<file path="config.mk">
export PLATFORM = sky130hd
export DESIGN_NAME = cgc_top
export DESIGN_NICKNAME = d
export VERILOG_FILES = /design/src/cgc_top.v /design/src/cgc_sync.v /design/src/cgc_holdoff.v
export VERILOG_INCLUDE_DIRS = /design/src
export SDC_FILE = /design/constraint.sdc
export NUM_CORES = 1
export LEC_CHECK = 0
export BUFFER_PORTS_ARGS = -buffer_cell sky130_fd_sc_hd__clkbuf_2
export CORE_MARGIN = 1.5
export CORE_UTILIZATION = 50
export DETAILED_ROUTE_END_ITERATION = 10
export PLACE_DENSITY = 0.87
export SYNTH_ARGS = -nofsm -noshare
export SYNTH_HDL_FRONTEND = slang
export SYNTH_SLANG_ARGS = --single-unit
</file>
<file path="constraint.sdc">
create_clock -name pclk -period 2.86 [get_ports pclk]
set_clock_uncertainty 0.05 [all_clocks]
set_input_delay 0.286 -clock pclk [delete_from_list [all_inputs] [get_ports pclk]]
set_output_delay 0.286 -clock pclk [all_outputs]
set_load 0.05 [all_outputs]
</file>
<file path="src/cgc_map.vh">
/*
 * Register map, field positions, reset values and timing counts of the
 * clock generator control block.
 * Assumes a 20 MHz pclk and word-aligned APB registers at four times the index.
 */
`ifndef CGC_MAP_VH
`define CGC_MAP_VH

// ==========================================================================
// Register indices (byte address is four times the index)
`define CGC_IDX_PIN_MODE 16'hFF9F
`define CGC_IDX_CPU_DIV 16'hFFFB
`define CGC_IDX_INT_OSC 16'hFFA0
`define CGC_IDX_MAIN_OSC 16'hFFA2
`define CGC_ADDR_W 18

// ==========================================================================
// Reset values
`define CGC_RST_PIN_MODE 8'h00
`define CGC_RST_CPU_DIV 8'h01
`define CGC_RST_INT_OSC 8'h00
`define CGC_RST_MAIN_OSC 8'h80

// ==========================================================================
// Field positions
`define CGC_B_HS_EXT 7
`define CGC_B_HS_OSC 6
`define CGC_B_SUB_EXT 5
`define CGC_B_SUB_OSC 4
`define CGC_B_GAIN 0
`define CGC_B_SUB_XSTART 6
`define CGC_B_SRC_STAT 5
`define CGC_B_SRC_SEL 4
`define CGC_B_HS_STABLE 7
`define CGC_B_LS_HALT 1
`define CGC_B_HS_HALT 0
`define CGC_B_MAIN_HALT 7
`define CGC_DIV_MAX 3'h4

// ==========================================================================
// Pin modes
`define CGC_PIN_PORT 2'h0
`define CGC_PIN_XTAL 2'h1
`define CGC_PIN_EXT 2'h2

// ==========================================================================
// Timing
`define CGC_CLK_MHZ 20
`define CGC_LS_OSC_KHZ 240
`define CGC_HOLD_MIN_NS 4060
`define CGC_HOLD_MAX_NS 16120
`define CGC_HOLD_CYC ((`CGC_HOLD_MIN_NS * `CGC_CLK_MHZ + 999) / 1000)
`define CGC_EXT_HOLD_CLKS 160

`endif

</file>
<file path="src/cgc_top.v">
/*
 * Clock generator control: pin mode and gain register, CPU clock source and
 * divider register, oscillator enables, CPU clock hold-off, APB slave.
 * Assumes pclk is the main system clock; the CPU clock is delivered as a
 * one-cycle enable pulse on pclk; clock pins and straps are asynchronous.
 */
// Summary of operation
// RQ1: Low-speed oscillator (240 kHz) runs after every reset, no software needed.
// RQ2: Software stop of low-speed oscillator works only if option strap allows.
// RQ3: Low-speed clock feeds only watchdog and timer unit, never the CPU.
// RQ4: Pin mode register takes bit or byte writes, resets to zero.
// RQ5: High-speed pin bits 7,6: 00/10 port, 01 crystal, 11 external.
// RQ6: Software sets gain bit above 10 MHz, clears it for 1-10 MHz.
// RQ7: Gain bit may change once per reset; program it before peripherals.
// RQ8: Crystal on CPU and gain set: withhold CPU clock 4.06 to 16.12 us.
// RQ9: External clock on CPU and gain set: withhold 160 external clocks.
// RQ10: Stop release with gain: internal time, external 160, crystal stabilisation.
// RQ11: Software changes high-speed pin bits only while main oscillator halted.
// RQ12: Subsystem mode: crystal-start forces crystal, else 00/10 port, 01, 11.
// RQ13: CPU divider register takes bit or byte writes, resets to 01H.
// RQ14: Source 0 divides main by 1..16; source 1 gives half subsystem clock.
// RQ15: Bit 5 reports active source, read-only; software checks it first.
// RQ16: Low-speed halt bit 1 set stops the oscillator, clear runs it.
// RQ17: Source or divider changes only at period end, no short pulses.
// RQ18: Source status updates only once the switch has completed.
`include "cgc_map.vh"

module cgc_top (
  // Clock, reset, enable
  input wire pclk,
  input wire presetn,
  input wire ce,
  // APB slave
  input wire psel,
  input wire penable,
  input wire pwrite,
  input wire [`CGC_ADDR_W-1:0] paddr,
  input wire [31:0] pwdata,
  output reg pready_ff,
  output reg [31:0] prdata_ff,
  output reg pslverr_ff,
  // Pins and straps from outside the pclk domain
  input wire ext_main_clk_pin,
  input wire sub_clk_pin,
  input wire option_ls_stoppable,
  input wire hs_osc_stable,
  // Same-domain status from the rest of the clock generator
  input wire main_uses_high_speed,
  input wire stop_release,
  input wire osc_stab_done,
  // Clock outputs and controls
  output reg cpu_clk_en_ff,
  output reg cpu_hold_ff,
  output reg osc_stab_start_ff,
  output reg low_speed_osc_run_ff,
  output reg hs_osc_run_ff,
  output reg main_osc_run_ff,
  output reg osc_gain_high_ff,
  output reg [1:0] hs_pin_mode_ff,
  output reg [1:0] sub_pin_mode_ff
);

  // ========================================================================
  // Addresses and states
  localparam [`CGC_ADDR_W-1:0] A_PIN_MODE = {`CGC_IDX_PIN_MODE, 2'b00};
  localparam [`CGC_ADDR_W-1:0] A_CPU_DIV = {`CGC_IDX_CPU_DIV, 2'b00};
  localparam [`CGC_ADDR_W-1:0] A_INT_OSC = {`CGC_IDX_INT_OSC, 2'b00};
  localparam [`CGC_ADDR_W-1:0] A_MAIN_OSC = {`CGC_IDX_MAIN_OSC, 2'b00};
  localparam [1:0] ST_IDLE = 2'h0;
  localparam [1:0] ST_TIME = 2'h1;
  localparam [1:0] ST_EXT = 2'h2;
  localparam [1:0] ST_OST = 2'h3;
  localparam integer HOLD_I = `CGC_HOLD_CYC, EXT_I = `CGC_EXT_HOLD_CLKS;
  localparam [7:0] HOLD_CYC = HOLD_I[7:0];
  localparam [7:0] EXT_CLKS = EXT_I[7:0];

  // ========================================================================
  // Decoding functions
  function [1:0] pin_mode;
    input ext_sel;
    input osc_sel;
    begin
      if (!osc_sel) begin
        pin_mode = `CGC_PIN_PORT;
      end else if (ext_sel) begin
        pin_mode = `CGC_PIN_EXT;
      end else begin
        pin_mode = `CGC_PIN_XTAL;
      end
    end
  endfunction

  // Last count value of one CPU clock period for a main clock divide code
  function [3:0] div_last;
    input [2:0] code;
    begin
      case (code)
        3'h0: div_last = 4'h0;
        3'h1: div_last = 4'h1;
        3'h2: div_last = 4'h3;
        3'h3: div_last = 4'h7;
        default: div_last = 4'hF;
      endcase
    end
  endfunction

  // ========================================================================
  // Synchronised pins
  wire [3:0] pins_sync;
  wire ext_clk_s = pins_sync[0];
  wire sub_clk_s = pins_sync[1];
  wire ls_stoppable_s = pins_sync[2];
  wire hs_stable_s = pins_sync[3];

  cgc_sync #(.W(4)) u_sync (
    .pclk(pclk),
    .presetn(presetn),
    .ce(ce),
    .async_in({hs_osc_stable, option_ls_stoppable, sub_clk_pin, ext_main_clk_pin}),
    .sync_out(pins_sync)
  );

  reg ext_clk_d_ff;
  reg sub_clk_d_ff;
  wire ext_rise = ext_clk_s & ~ext_clk_d_ff;
  wire sub_rise = sub_clk_s & ~sub_clk_d_ff;

  // ========================================================================
  // Registers
  reg [7:0] pin_mode_ff;
  reg [7:0] cpu_div_ff;
  reg [7:0] int_osc_ff;
  reg [7:0] main_osc_ff;
  reg gain_locked_ff;
  reg cur_sub_ff;
  reg [2:0] cur_div_ff;
  reg [3:0] div_cnt_ff;
  reg sub_phase_ff;
  reg [1:0] state_ff;
  reg hold_start_d_ff;
  reg [1:0] nxt_state;
  reg [31:0] nxt_rdata;
  reg nxt_err;

  // ========================================================================
  // APB decode: one wait state, write takes effect with pready high
  wire access = psel & penable;
  wire first_cyc = access & ~pready_ff;
  wire wr_en = access & pready_ff & pwrite & ~pslverr_ff;
  wire wr_pin = wr_en & (paddr == A_PIN_MODE);
  wire wr_div = wr_en & (paddr == A_CPU_DIV);
  wire wr_int = wr_en & (paddr == A_INT_OSC);
  wire wr_main = wr_en & (paddr == A_MAIN_OSC);
  wire [7:0] wdat = pwdata[7:0];

  // Gain may flip only once; later writes keep the stored value
  wire gain_wr_val = gain_locked_ff ? pin_mode_ff[`CGC_B_GAIN] : wdat[`CGC_B_GAIN]; // RQ7
  wire gain_rise = wr_pin & gain_wr_val & ~pin_mode_ff[`CGC_B_GAIN];

  always @* begin
    nxt_err = 1'b0;
    nxt_rdata = 32'h0000_0000;
    case (paddr)
      A_PIN_MODE: nxt_rdata[7:0] = pin_mode_ff;
      A_CPU_DIV: begin
        nxt_rdata[7:0] = cpu_div_ff;
        nxt_rdata[`CGC_B_SRC_STAT] = cur_sub_ff; // RQ15
      end
      A_INT_OSC: begin
        nxt_rdata[7:0] = int_osc_ff;
        nxt_rdata[`CGC_B_HS_STABLE] = hs_stable_s;
      end
      A_MAIN_OSC: nxt_rdata[7:0] = main_osc_ff;
      default: nxt_err = 1'b1;
    endcase
  end

  always @(posedge pclk or negedge presetn) begin
    if (!presetn) begin
      pready_ff <= 1'b0;
      prdata_ff <= 32'h0000_0000;
      pslverr_ff <= 1'b0;
    end else if (ce) begin
      pready_ff <= first_cyc;
      if (first_cyc) begin
        prdata_ff <= pwrite ? 32'h0000_0000 : nxt_rdata;
        pslverr_ff <= nxt_err;
      end else begin
        pslverr_ff <= 1'b0;
      end
    end
  end

  // Register storage; reserved bits stay zero
  always @(posedge pclk or negedge presetn) begin
    if (!presetn) begin
      pin_mode_ff <= `CGC_RST_PIN_MODE; // RQ4
      cpu_div_ff <= `CGC_RST_CPU_DIV; // RQ13
      int_osc_ff <= `CGC_RST_INT_OSC; // RQ1
      main_osc_ff <= `CGC_RST_MAIN_OSC;
      gain_locked_ff <= 1'b0;
    end else if (ce) begin
      if (wr_pin) begin
        pin_mode_ff <= {wdat[7:4], 3'b000, gain_wr_val}; // RQ4
        if (gain_wr_val != pin_mode_ff[`CGC_B_GAIN]) begin
          gain_locked_ff <= 1'b1; // RQ7
        end
      end
      if (wr_div) begin
        cpu_div_ff <= {1'b0, wdat[6], 1'b0, wdat[4], 1'b0, wdat[2:0]}; // RQ13
      end
      if (wr_int) begin
        int_osc_ff <= {6'h00, wdat[1:0]}; // RQ16
      end
      if (wr_main) begin
        main_osc_ff <= {wdat[7], 7'h00};
      end
    end
  end

  // ========================================================================
  // Pin modes and oscillator enables
  always @(posedge pclk or negedge presetn) begin
    if (!presetn) begin
      hs_pin_mode_ff <= `CGC_PIN_PORT;
      sub_pin_mode_ff <= `CGC_PIN_PORT;
      low_speed_osc_run_ff <= 1'b1; // RQ1
      hs_osc_run_ff <= 1'b1;
      main_osc_run_ff <= 1'b0;
      osc_gain_high_ff <= 1'b0;
      ext_clk_d_ff <= 1'b0;
      sub_clk_d_ff <= 1'b0;
    end else if (ce) begin
      hs_pin_mode_ff <= pin_mode(pin_mode_ff[`CGC_B_HS_EXT],
                                 pin_mode_ff[`CGC_B_HS_OSC]); // RQ5
      if (cpu_div_ff[`CGC_B_SUB_XSTART]) begin
        sub_pin_mode_ff <= `CGC_PIN_XTAL; // RQ12
      end else begin
        sub_pin_mode_ff <= pin_mode(pin_mode_ff[`CGC_B_SUB_EXT],
                                    pin_mode_ff[`CGC_B_SUB_OSC]); // RQ12
      end
      // Halt request honoured only when the strap allows it; this clock
      // goes to the watchdog and timer unit, never into the CPU path
      low_speed_osc_run_ff <= ~(int_osc_ff[`CGC_B_LS_HALT] & ls_stoppable_s); // RQ2 RQ16 RQ3
      hs_osc_run_ff <= ~int_osc_ff[`CGC_B_HS_HALT];
      main_osc_run_ff <= ~main_osc_ff[`CGC_B_MAIN_HALT];
      osc_gain_high_ff <= pin_mode_ff[`CGC_B_GAIN];
      ext_clk_d_ff <= ext_clk_s;
      sub_clk_d_ff <= sub_clk_s;
    end
  end

  // ========================================================================
  // CPU clock hold-off sequencer
  wire hs_xtal = (hs_pin_mode_ff == `CGC_PIN_XTAL);
  wire hs_ext = (hs_pin_mode_ff == `CGC_PIN_EXT);
  wire on_hs = ~cur_sub_ff & main_uses_high_speed;
  wire gain_on = pin_mode_ff[`CGC_B_GAIN];
  wire hold_busy;
  reg hold_start;

  always @* begin
    nxt_state = state_ff;
    hold_start = 1'b0;
    case (state_ff)
      ST_IDLE: begin
        if (gain_rise && on_hs && hs_xtal) begin
          nxt_state = ST_TIME; // RQ8
          hold_start = 1'b1;
        end else if (gain_rise && on_hs && hs_ext) begin
          nxt_state = ST_EXT; // RQ9
          hold_start = 1'b1;
        end else if (stop_release && gain_on && !cur_sub_ff) begin
          if (!main_uses_high_speed) begin
            nxt_state = ST_TIME; // RQ10
            hold_start = 1'b1;
          end else if (hs_ext) begin
            nxt_state = ST_EXT; // RQ10
            hold_start = 1'b1;
          end else if (hs_xtal) begin
            nxt_state = ST_OST; // RQ10
          end
        end
      end
      ST_TIME: begin
        if (!hold_busy && !hold_start_d_ff) begin
          nxt_state = ST_IDLE;
        end
      end
      ST_EXT: begin
        if (!hold_busy && !hold_start_d_ff) begin
          nxt_state = ST_IDLE;
        end
      end
      ST_OST: begin
        if (osc_stab_done) begin
          nxt_state = ST_IDLE;
        end
      end
      default: nxt_state = ST_IDLE;
    endcase
  end

  cgc_holdoff u_holdoff (
    .pclk(pclk),
    .presetn(presetn),
    .ce(ce),
    .start(hold_start),
    .tick((state_ff == ST_EXT) ? ext_rise : 1'b1),
    .limit((nxt_state == ST_EXT || state_ff == ST_EXT) ? EXT_CLKS : HOLD_CYC),
    .busy_ff(hold_busy)
  );

  always @(posedge pclk or negedge presetn) begin
    if (!presetn) begin
      state_ff <= ST_IDLE;
      hold_start_d_ff <= 1'b0;
      cpu_hold_ff <= 1'b0;
      osc_stab_start_ff <= 1'b0;
    end else if (ce) begin
      state_ff <= nxt_state;
      hold_start_d_ff <= hold_start;
      cpu_hold_ff <= (nxt_state != ST_IDLE); // RQ8 RQ9 RQ10
      osc_stab_start_ff <= (state_ff == ST_IDLE) && (nxt_state == ST_OST); // RQ10
    end
  end

  // ========================================================================
  // CPU clock enable generation
  // A new source or ratio is taken only at the end of a full period, so no
  // short pulse appears. If the subsystem clock is dead after a switch to
  // it, the CPU clock stops; software must start that clock first.
  wire req_sub = cpu_div_ff[`CGC_B_SRC_SEL];
  wire [2:0] req_div = cpu_div_ff[2:0];
  wire req_ok = (req_div <= `CGC_DIV_MAX); // RQ14
  wire main_end = ~cur_sub_ff & (div_cnt_ff == div_last(cur_div_ff));
  wire sub_end = cur_sub_ff & sub_rise & sub_phase_ff; // RQ14
  wire period_end = main_end | sub_end;

  always @(posedge pclk or negedge presetn) begin
    if (!presetn) begin
      cur_sub_ff <= 1'b0;
      cur_div_ff <= 3'h1;
      div_cnt_ff <= 4'h0;
      sub_phase_ff <= 1'b0;
      cpu_clk_en_ff <= 1'b0;
    end else if (ce) begin
      cpu_clk_en_ff <= period_end & (state_ff == ST_IDLE) & ~cpu_hold_ff;
      if (period_end && req_ok) begin
        cur_sub_ff <= req_sub; // RQ17 RQ18
        cur_div_ff <= req_div; // RQ17
        div_cnt_ff <= 4'h0;
        sub_phase_ff <= 1'b0;
      end else if (period_end) begin
        div_cnt_ff <= 4'h0;
        sub_phase_ff <= 1'b0;
      end else begin
        div_cnt_ff <= div_cnt_ff + 4'h1;
        if (sub_rise) begin
          sub_phase_ff <= ~sub_phase_ff;
        end
      end
    end
  end

endmodule // cgc_top

</file>
<file path="src/cgc_sync.v">
/*
 * Two-flop synchronisers, one per bit, for inputs from outside pclk.
 * Assumes each bit is an independent level; no bus coherence is kept.
 */
module cgc_sync #(
  parameter W = 4
) (
  // Clock and reset
  input wire pclk,
  input wire presetn,
  input wire ce,
  // Data
  input wire [W-1:0] async_in,
  output wire [W-1:0] sync_out
);

  genvar i;
  generate
    for (i = 0; i < W; i = i + 1) begin : g_bit
      reg meta_ff;
      reg sync_ff;
      always @(posedge pclk or negedge presetn) begin
        if (!presetn) begin
          meta_ff <= 1'b0;
          sync_ff <= 1'b0;
        end else if (ce) begin
          meta_ff <= async_in[i];
          sync_ff <= meta_ff;
        end
      end
      assign sync_out[i] = sync_ff;
    end
  endgenerate

endmodule // cgc_sync

</file>
<file path="src/cgc_holdoff.v">
/*
 * Hold-off counter: after start, stays busy until limit ticks have passed.
 * Assumes start is a one-cycle pulse and limit is at least one.
 */
module cgc_holdoff (
  // Clock and reset
  input wire pclk,
  input wire presetn,
  input wire ce,
  // Control
  input wire start,
  input wire tick,
  input wire [7:0] limit,
  output reg busy_ff
);

  reg [7:0] cnt_ff;
  wire [7:0] nxt_cnt = cnt_ff + 8'h01;

  always @(posedge pclk or negedge presetn) begin
    if (!presetn) begin
      busy_ff <= 1'b0;
      cnt_ff <= 8'h00;
    end else if (ce) begin
      if (start) begin
        busy_ff <= 1'b1;
        cnt_ff <= 8'h00;
      end else if (busy_ff && tick) begin
        cnt_ff <= nxt_cnt;
        if (nxt_cnt == limit) begin
          busy_ff <= 1'b0;
        end
      end
    end
  end

endmodule // cgc_holdoff

</file>
---- Word level (Yosys, flattened, before mapping) ----
Cells that the tools add are included.
operators by class
  add/sub/neg operators ................... 2
  order comparisons ....................... 1
  equal/unequal tests ..................... 17
  multiplexer cells ....................... 38
  bitwise operators ....................... 32
  reduce and logical (&&, ||, !) cells .... 31
operators with widths
  operator                                       number
  == test 18 bit, second input constant          4
  2-to-1 mux 8 bit                               4
  one-hot mux 8 bit (4 select lines)             1
  2-to-1 mux 2 bit                               13
  bitwise AND 1 bit                              20
  2-to-1 mux 1 bit                               16
  one-hot mux 4 bit (4 select lines)             1
  AND reduction 2 bit                            8
  inverter 1 bit                                 11
  == test 2 bit, second input constant           5
  logical AND 1 bit                              9
  adder 8 x 1 -> 8 bit, second input constant    1
  == test 8 bit                                  1
  2-to-1 mux 4 bit                               2
  == test 3 x 2 -> 1 bit, second input constant  2
  one-hot mux 2 bit (3 select lines)             1
  AND reduction 3 bit                            2
  nonzero test 2 bit                             3
  adder 4 x 1 -> 4 bit, second input constant    1
  == test 2 x 1 -> 1 bit, second input constant  2
  == test 4 bit                                  1
  OR reduction 4 bit                             1
  == test 3 x 1 -> 1 bit, second input constant  1
  <= comparator 3 bit, second input constant     1
  other kinds (8)                                10
storage, ports and cells
  flip-flop bits (word level) ............. 90
  input bits .............................. 63
  output and inout port bits .............. 45
  logic and storage cells ................. 156

---- Longest topological paths before layout ----
  depth after elaboration ................. 19
  mapped depth ............................ 9
  gate-level depth less buffers ........... 8

---- By module ----
A second synthesis with hierarchy kept.
second synthesis, totals
  cells, all modules ...................... 359
  area total of the unflattened synthesis .. 3,699.8 sq um
by module, submodules not included
  module       instances  cells an instance  area each (sq um)  seq. area each (sq um)
  cgc_top      1          268                2,696.3            1,207.4
  cgc_holdoff  1          70                 641.9              225.2
  cgc_sync     1          21                 361.6              200.2

---- Least setup slack after synthesis ----
Ideal clock, no wire load.
  path kind ............................... flip-flop to flip-flop
  start ................................... register hs_pin_mode_ff[0]
  end ..................................... register u_holdoff.busy_ff
  library setup time ...................... 0.128 ns
  arrival time ............................ 2.085 ns
  required time ........................... 2.682 ns
  setup slack ............................. 0.598 ns
  cell stages (with the launch flop) ...... 8
  buffers on the path ..................... 0
  period minus slack after synthesis ...... 2.262 ns
  cell sequence ........................... dfrtp_1 > nor2b_1 > o22ai_1 > a221oi_1 > a41oi_1 > o21a_1 > a31oi_2 > mux2_1
on the way
  word-level cells in the longest chain between the ends .. 14
  elaborated cells on any way between the ends .. 25
  classes of those cells .................. eq/ne (4); mux (15); reduce/logical (6)
ends and longest elaborated chain
  element                             RTL line          text
  start, declared                     cgc_top.v:59      output reg [1:0] hs_pin_mode_ff,
  start signal, assigned              cgc_top.v:225     hs_pin_mode_ff <= `CGC_PIN_PORT;
  start signal, assigned              cgc_top.v:234     hs_pin_mode_ff <= pin_mode(pin_mode_ff[`CGC_B_HS_EXT],
  == test 2 x 1 -> 1 bit (no line)    n/a
  2-to-1 mux 2 bit                    cgc_top.v:280     end else if (hs_xtal) begin
  2-to-1 mux 2 bit                    cgc_top.v:277     end else if (hs_ext) begin
  2-to-1 mux 2 bit                    cgc_top.v:274     if (!main_uses_high_speed) begin
  2-to-1 mux 2 bit                    cgc_top.v:273     end else if (stop_release && gain_on && !cur_sub_ff) begin
  2-to-1 mux 2 bit                    cgc_top.v:270     end else if (gain_rise && on_hs && hs_ext) begin
  2-to-1 mux 2 bit                    cgc_top.v:267     if (gain_rise && on_hs && hs_xtal) begin
  one-hot mux 2 bit (3 select lines)  cgc_top.v:265     case (state_ff)
  == test 2 bit                       cgc_top.v:310     .limit((nxt_state == ST_EXT || state_ff == ST_EXT) ? EXT_CLKS : HOLD_CYC),
  logical OR 1 bit                    cgc_top.v:310
  2-to-1 mux 8 bit                    cgc_top.v:310
  == test 8 bit                       cgc_holdoff.v:30  if (nxt_cnt == limit) begin
  nonzero test 2 bit (no line)        n/a
  AND reduction 3 bit (no line)       n/a
  end signal, assigned                cgc_holdoff.v:22  busy_ff <= 1'b0;
  end signal, assigned                cgc_holdoff.v:26  busy_ff <= 1'b1;
  end signal, assigned                cgc_holdoff.v:31  busy_ff <= 1'b0;
  end, declared                       cgc_holdoff.v:14  output reg busy_ff
Parallel ways exist; a longest one is shown, timed or not.
A chain may end at the register's enable or synchronous reset.

---- Final worst setup path ----
  start ................................... register pin_mode_ff[0]
  end ..................................... register u_holdoff.cnt_ff[4]
on the way
  word-level cells in the longest chain between the ends .. 10
  elaborated cells on any way between the ends .. 16
  classes of those cells .................. mux (6); bitwise (3); reduce/logical (7)
ends and longest elaborated chain
  element                          RTL line                      text
  start, declared                  cgc_top.v:130                 reg [7:0] pin_mode_ff;
  start signal, assigned           cgc_top.v:197                 pin_mode_ff <= `CGC_RST_PIN_MODE;
  start signal, assigned           cgc_top.v:204                 pin_mode_ff <= {wdat[7:4], 3'b000, gain_wr_val};
  2-to-1 mux 1 bit                 cgc_top.v:157                 wire gain_wr_val = gain_locked_ff ? pin_mode_ff[`CGC_B_GAIN] : wdat[`CGC_B_GAIN];
  bitwise AND 1 bit (2 in series)  cgc_top.v:158                 wire gain_rise = wr_pin & gain_wr_val & ~pin_mode_ff[`CGC_B_GAIN];
  logical AND 1 bit                cgc_top.v:267, cgc_top.v:270
  logical AND 1 bit                cgc_top.v:270
  2-to-1 mux 1 bit                 cgc_top.v:270
  2-to-1 mux 1 bit (*)             cgc_top.v:267
  2-to-1 mux 1 bit (*)             cgc_top.v:265
  nonzero test 2 bit (no line)     n/a
  AND reduction 2 bit (no line)    n/a
  end signal, assigned             cgc_holdoff.v:29              cnt_ff <= nxt_cnt;
  end, declared                    cgc_holdoff.v:17              reg [7:0] cnt_ff;
Every way passes the cells marked *; elsewhere a longest branch is shown, timed or not.

==> run summary <==
The maximum ir drop on the vdd rail came out at 0.3736 mV. Counting the fill cells in the layout gives 554. Clock tree synthesis selected as its root buffer the cell sky130_fd_sc_hd__clkbuf_8. The maximum number of pins on one net before global-route repair came out at 66. The sequential cell area fraction in the yosys report is 46.86%.

The critical path is of the reg2reg type. STA classifies the critical path endpoint as a flop. The average via count per standard cell came out at 5.759. In this run the power density over the cells is 612.5 nW/µm². The initial antenna violation count came out at 0. The xor-xnor portion of the synthesized cell area came out at 1.759%.

The count of buffers added on input and output ports is 57. The remaining antenna violation count is 0. The core box area came out at 6756 µm². TritonCTS built the clock tree. The share of the cycle needed by the critical path after routing came out at 80.87%.

The slew of the pin with the lowest slew margin is 807.3 ps. The startpoint kind of the worst setup timing path is a flop. The netlist area before placement came out at 3485 µm². The number of buffers added to fix hold violations after cts is 0. The sequential cells in the finished layout cover a total of 1633 µm². The number of distinct library cells after synthesis came out at 63.

The fraction of synthesized area in multiplexers came out at 8.618%. The share of synthesized cell area in and, or, nand and nor gates came out at 16.34%. The post-cts sizing count is 0.

The global-route usage over all layers is 21.82%. The final count of hold timing violations is 0. The clock latency reported for the late side of the worst-skew pair came out at 350 ps.

The final non-filler cell total came out at 493. The power share of the clock group is 39.0%. The met1 track demand over resource is 27.99%. Among all flip-flop cells after synthesis, the most frequent one is sky130_fd_sc_hd__dfrtp_1. On the worst path, the slowest cell contributes a delay of 460 ps. The final RePlAce weighted congestion came out at 0.8972. The critical path required time came out at 3020 ps. After detailed routing, the number of remaining DRC violations is 0. The first-pass GRT wire length is 12610 µm. The number of CTS-inserted buffers is 9. The max-slew violation total from the final report came out at 0. The most heavily used metal layer in global routing is met2. The total number of vias came out at 2839.

The final antenna diode count came out at 0. The routed length per placed instance is 15.34 µm. Cell internal power was estimated by the tool at 1722 µW. The adder and majority cell fraction of the synthesized area is 1.795%. In this run the cell area measured after placement is 3767 µm². The number of placed instances with taps included is 477.

Of the total power, the share spent switching nets is 29.87%. After global routing the overflow that remains totals 0. The per-instance average area after synthesis is 10.04 µm². The worst hold path belongs to the class in2async. The floorplan die width came out at 86.48 µm. By instance count, the cell type seen most on the critical path is sky130_fd_sc_hd__o21ai_1.

The HPWL after detailed placement came out at 5306 µm. The share of the synthesized area in compound gates (AO/OA/AOI/OAI) came out at 16.19%. The die covers 7479 µm². The largest fanout of any net on the critical path came out at 8. Setup repair after global routing left no endpoint under its margin. The final critical delay including setup and external delays came out at 2313 ps. The count of yosys warnings during synthesis came out at 0.

Yosys attributes the largest share of cell area to sky130_fd_sc_hd__dfrtp_1 (43%), sky130_fd_sc_hd__mux2_2 (7.4%), sky130_fd_sc_hd__buf_4 (5.6%). Of the post-synthesis cell area, the dominant cell type holds 43.09%. After routing the design area is 4010 µm². The leakage component of the power came out at 0.001874 µW. The number of global-route vias before repair came to 2678. The routing usage on met2 is 36.79%. Counting every instance in the synthesized netlist gives 347. The flow ran to the end, and the final reports show no timing, DRC or antenna violations. Relative to the synthesized area, the layout overhead comes to 15.08%. For this run, the post-layout net count is 476. The buffer count from post-CTS setup fixing came out at 0. On the critical path, the stage with the largest delay is an instance of sky130_fd_sc_hd__dfrtp_1. The height of the die is 86.48 µm. The fraction of power consumed by combinational cells came out at 17.4%. The maximum clock frequency is 432.4 MHz.

The number of sinks handled by clock tree synthesis came out at 65. The number of search-and-repair iterations in the first detailed-routing pass is 4. Per report_power, the sequential group accounts for 43.5% of the total. The share of synthesized registers carrying an async set or reset is 100.0%. The starting utilization of the core area is 51.57%. The detailed router finished its first iteration with 136 violations. The worst slew margin relative to its limit came out at 46.18%.

CTS built an H-tree with a depth of 3. The share of cells above drive strength 1 came out at 28.57%. OpenSTA, run right after detailed placement, puts the worst setup slack at 444.9 ps.

The final-layout setup total negative slack is 0 ps. The clock passes through at most 2 buffers. By area, the combinational part of the netlist is dominated by simple AND/OR/NAND/NOR gates. The clock-pin slew on the worst setup and hold paths came out at 80 ps. The number of I/O pins is 108. The post-detailed-routing wire length is 7563 µm. Max-cap violations in this run came to 0. Traced cell by cell, the critical path runs through nor4b_2 -> and4_4 -> a41oi_2 -> o21ai_1 -> and2b_1 -> o21ai_1 -> o31ai_1. The number of standard-cell rows in the floorplan is 30. For this design the total switching power over the nets is 733.7 µW. The largest area contributor in the synthesized netlist is sky130_fd_sc_hd__dfrtp_1. The signal arrival time at the worst endpoint is 2480 ps. The synthesized design contains 65 register bits. Yosys mapped a number of flops with a built-in enable equal to 0. The library cell used most frequently in the layout, excluding fill and tap cells, is sky130_fd_sc_hd__dfrtp_1. The library cells used most frequently in the layout, excluding fill and tap cells, are sky130_fd_sc_hd__dfrtp_1 (60), sky130_fd_sc_hd__clkbuf_2 (57), sky130_fd_sc_hd__nand2_1 (31), sky130_fd_sc_hd__o21ai_0 (27), sky130_fd_sc_hd__conb_1 (25). The global-route track usage on met3 is 4.286%.

The final setup slack of the worst path came out at 547.1 ps. The area of the multi-input gates came out at 1652 µm². Setup violations remaining at the end of the flow were counted as 0.
power by group through the flow:
stage,logic (µW),clock network (µW),registers (µW)
6_report,428,958,1070
4_1_cts,428,967,1070
3_5_place_dp,420,0,1080
3_3_place_gp,407,0,1080
2_1_floorplan,303,0,1100
5_1_grt,465,1010,1080
per-stage QoR:
stage	power, µW	utilization [%]	hold WS [ps]
after global placement	1486	55.76	359.6
final	2456	59.35	61.30
after CTS	2464	59.35	84.48
after detailed placement	1502	55.76	369.0
after floorplan	1408	-	-59.59
after global routing	2560	59.35	114.6
path summary, 6_finish.rpt:
| path | start | to | slack, ps | cells past startpoint |
|---|---|---|---|---|
| worst max register to register | pin_mode_ff[0] | u_holdoff.cnt_ff[4] | 550 | 7 |
| worst min register to register | u_sync.g_bit[2].sync_ff | low_speed_osc_run_ff | 380 | 1 |
| min in group pclk | hs_osc_stable | u_sync.g_bit[3].meta_ff | 110 | 2 |
| worst max-delay path | pin_mode_ff[0] | u_holdoff.cnt_ff[4] | 550 | 7 |
| worst min-delay path | presetn | hs_pin_mode_ff[1] | 60 | 2 |
| max in group asynchronous | presetn | sub_pin_mode_ff[1] | 2160 | 2 |
flip-flops by register name, indices dropped and copies added, names as in the netlist, 3 cells and up:
register              cells
u_sync.g_bit.meta_ff      4
cpu_div_ff                5
cur_div_ff                3
pin_mode_ff               5
u_holdoff.cnt_ff          8
u_sync.g_bit.sync_ff      4
prdata_ff                 7
div_cnt_ff                4
kinds of logic (layout without fill, tap and decap cells):
| kind of cell | count (synthesis) | after routing |
|---|---|---|
| XOR/XNOR | 7 | 7 |
| other | 1 | 25 |
| adder cells (fa/ha/maj) | 5 | 5 |
| multiplexers | 27 | 27 |
| AND/OR/NAND/NOR | 105 | 105 |
| flip-flops | 65 | 65 |
| AO/OA/AOI/OAI | 86 | 86 |
| buffers and inverters | 51 | 93 |
layout make-up:
type,count,area share (%)
clock inverters,6,2.871
well taps,80,2.496
inverters,14,1.310
flip-flops and latches,65,40.72
clock buffers,10,3.183
repair buffers,63,8.237
multi-input cells,255,41.19
critical path, delay by kind of cell, from the launching register on:
kind            cells  cell delay, ps
simple gates        3             850
compound gates      4             830
flops               1             460
per-layer routing:
metal,part of all wire (%),wire length (µm)
met1,44,3305
met2,49,3736
met5,0,0
met4,1.9,146
met3,5.0,375
synth_stat cells, types with 2 or more instances:
cell / count
sky130_fd_sc_hd__buf_4: 26
sky130_fd_sc_hd__o31ai_1: 3
sky130_fd_sc_hd__nor4_1: 2
sky130_fd_sc_hd__o21ai_0: 27
sky130_fd_sc_hd__dfstp_2: 5
sky130_fd_sc_hd__nor2_1: 16
sky130_fd_sc_hd__nor2b_1: 2
sky130_fd_sc_hd__or2_2: 2
sky130_fd_sc_hd__mux2_2: 23
sky130_fd_sc_hd__ha_1: 5
sky130_fd_sc_hd__o22ai_1: 2
sky130_fd_sc_hd__o41ai_1: 2
sky130_fd_sc_hd__nand4_1: 2
sky130_fd_sc_hd__or3_1: 2
sky130_fd_sc_hd__xor2_1: 3
sky130_fd_sc_hd__inv_1: 14
sky130_fd_sc_hd__dfrtp_1: 60
sky130_fd_sc_hd__o21ai_1: 6
sky130_fd_sc_hd__nand2_1: 31
sky130_fd_sc_hd__nand2b_1: 4
sky130_fd_sc_hd__nand3_1: 16
sky130_fd_sc_hd__and3_1: 5
sky130_fd_sc_hd__o2bb2ai_1: 6
sky130_fd_sc_hd__a31oi_1: 10
sky130_fd_sc_hd__mux2i_1: 3
sky130_fd_sc_hd__nand3b_1: 2
sky130_fd_sc_hd__xnor2_1: 4
sky130_fd_sc_hd__nor3_1: 7
sky130_fd_sc_hd__a22oi_1: 4
sky130_fd_sc_hd__clkbuf_1: 10
sky130_fd_sc_hd__a21oi_1: 11
Power figures use the tool's default switching activity.
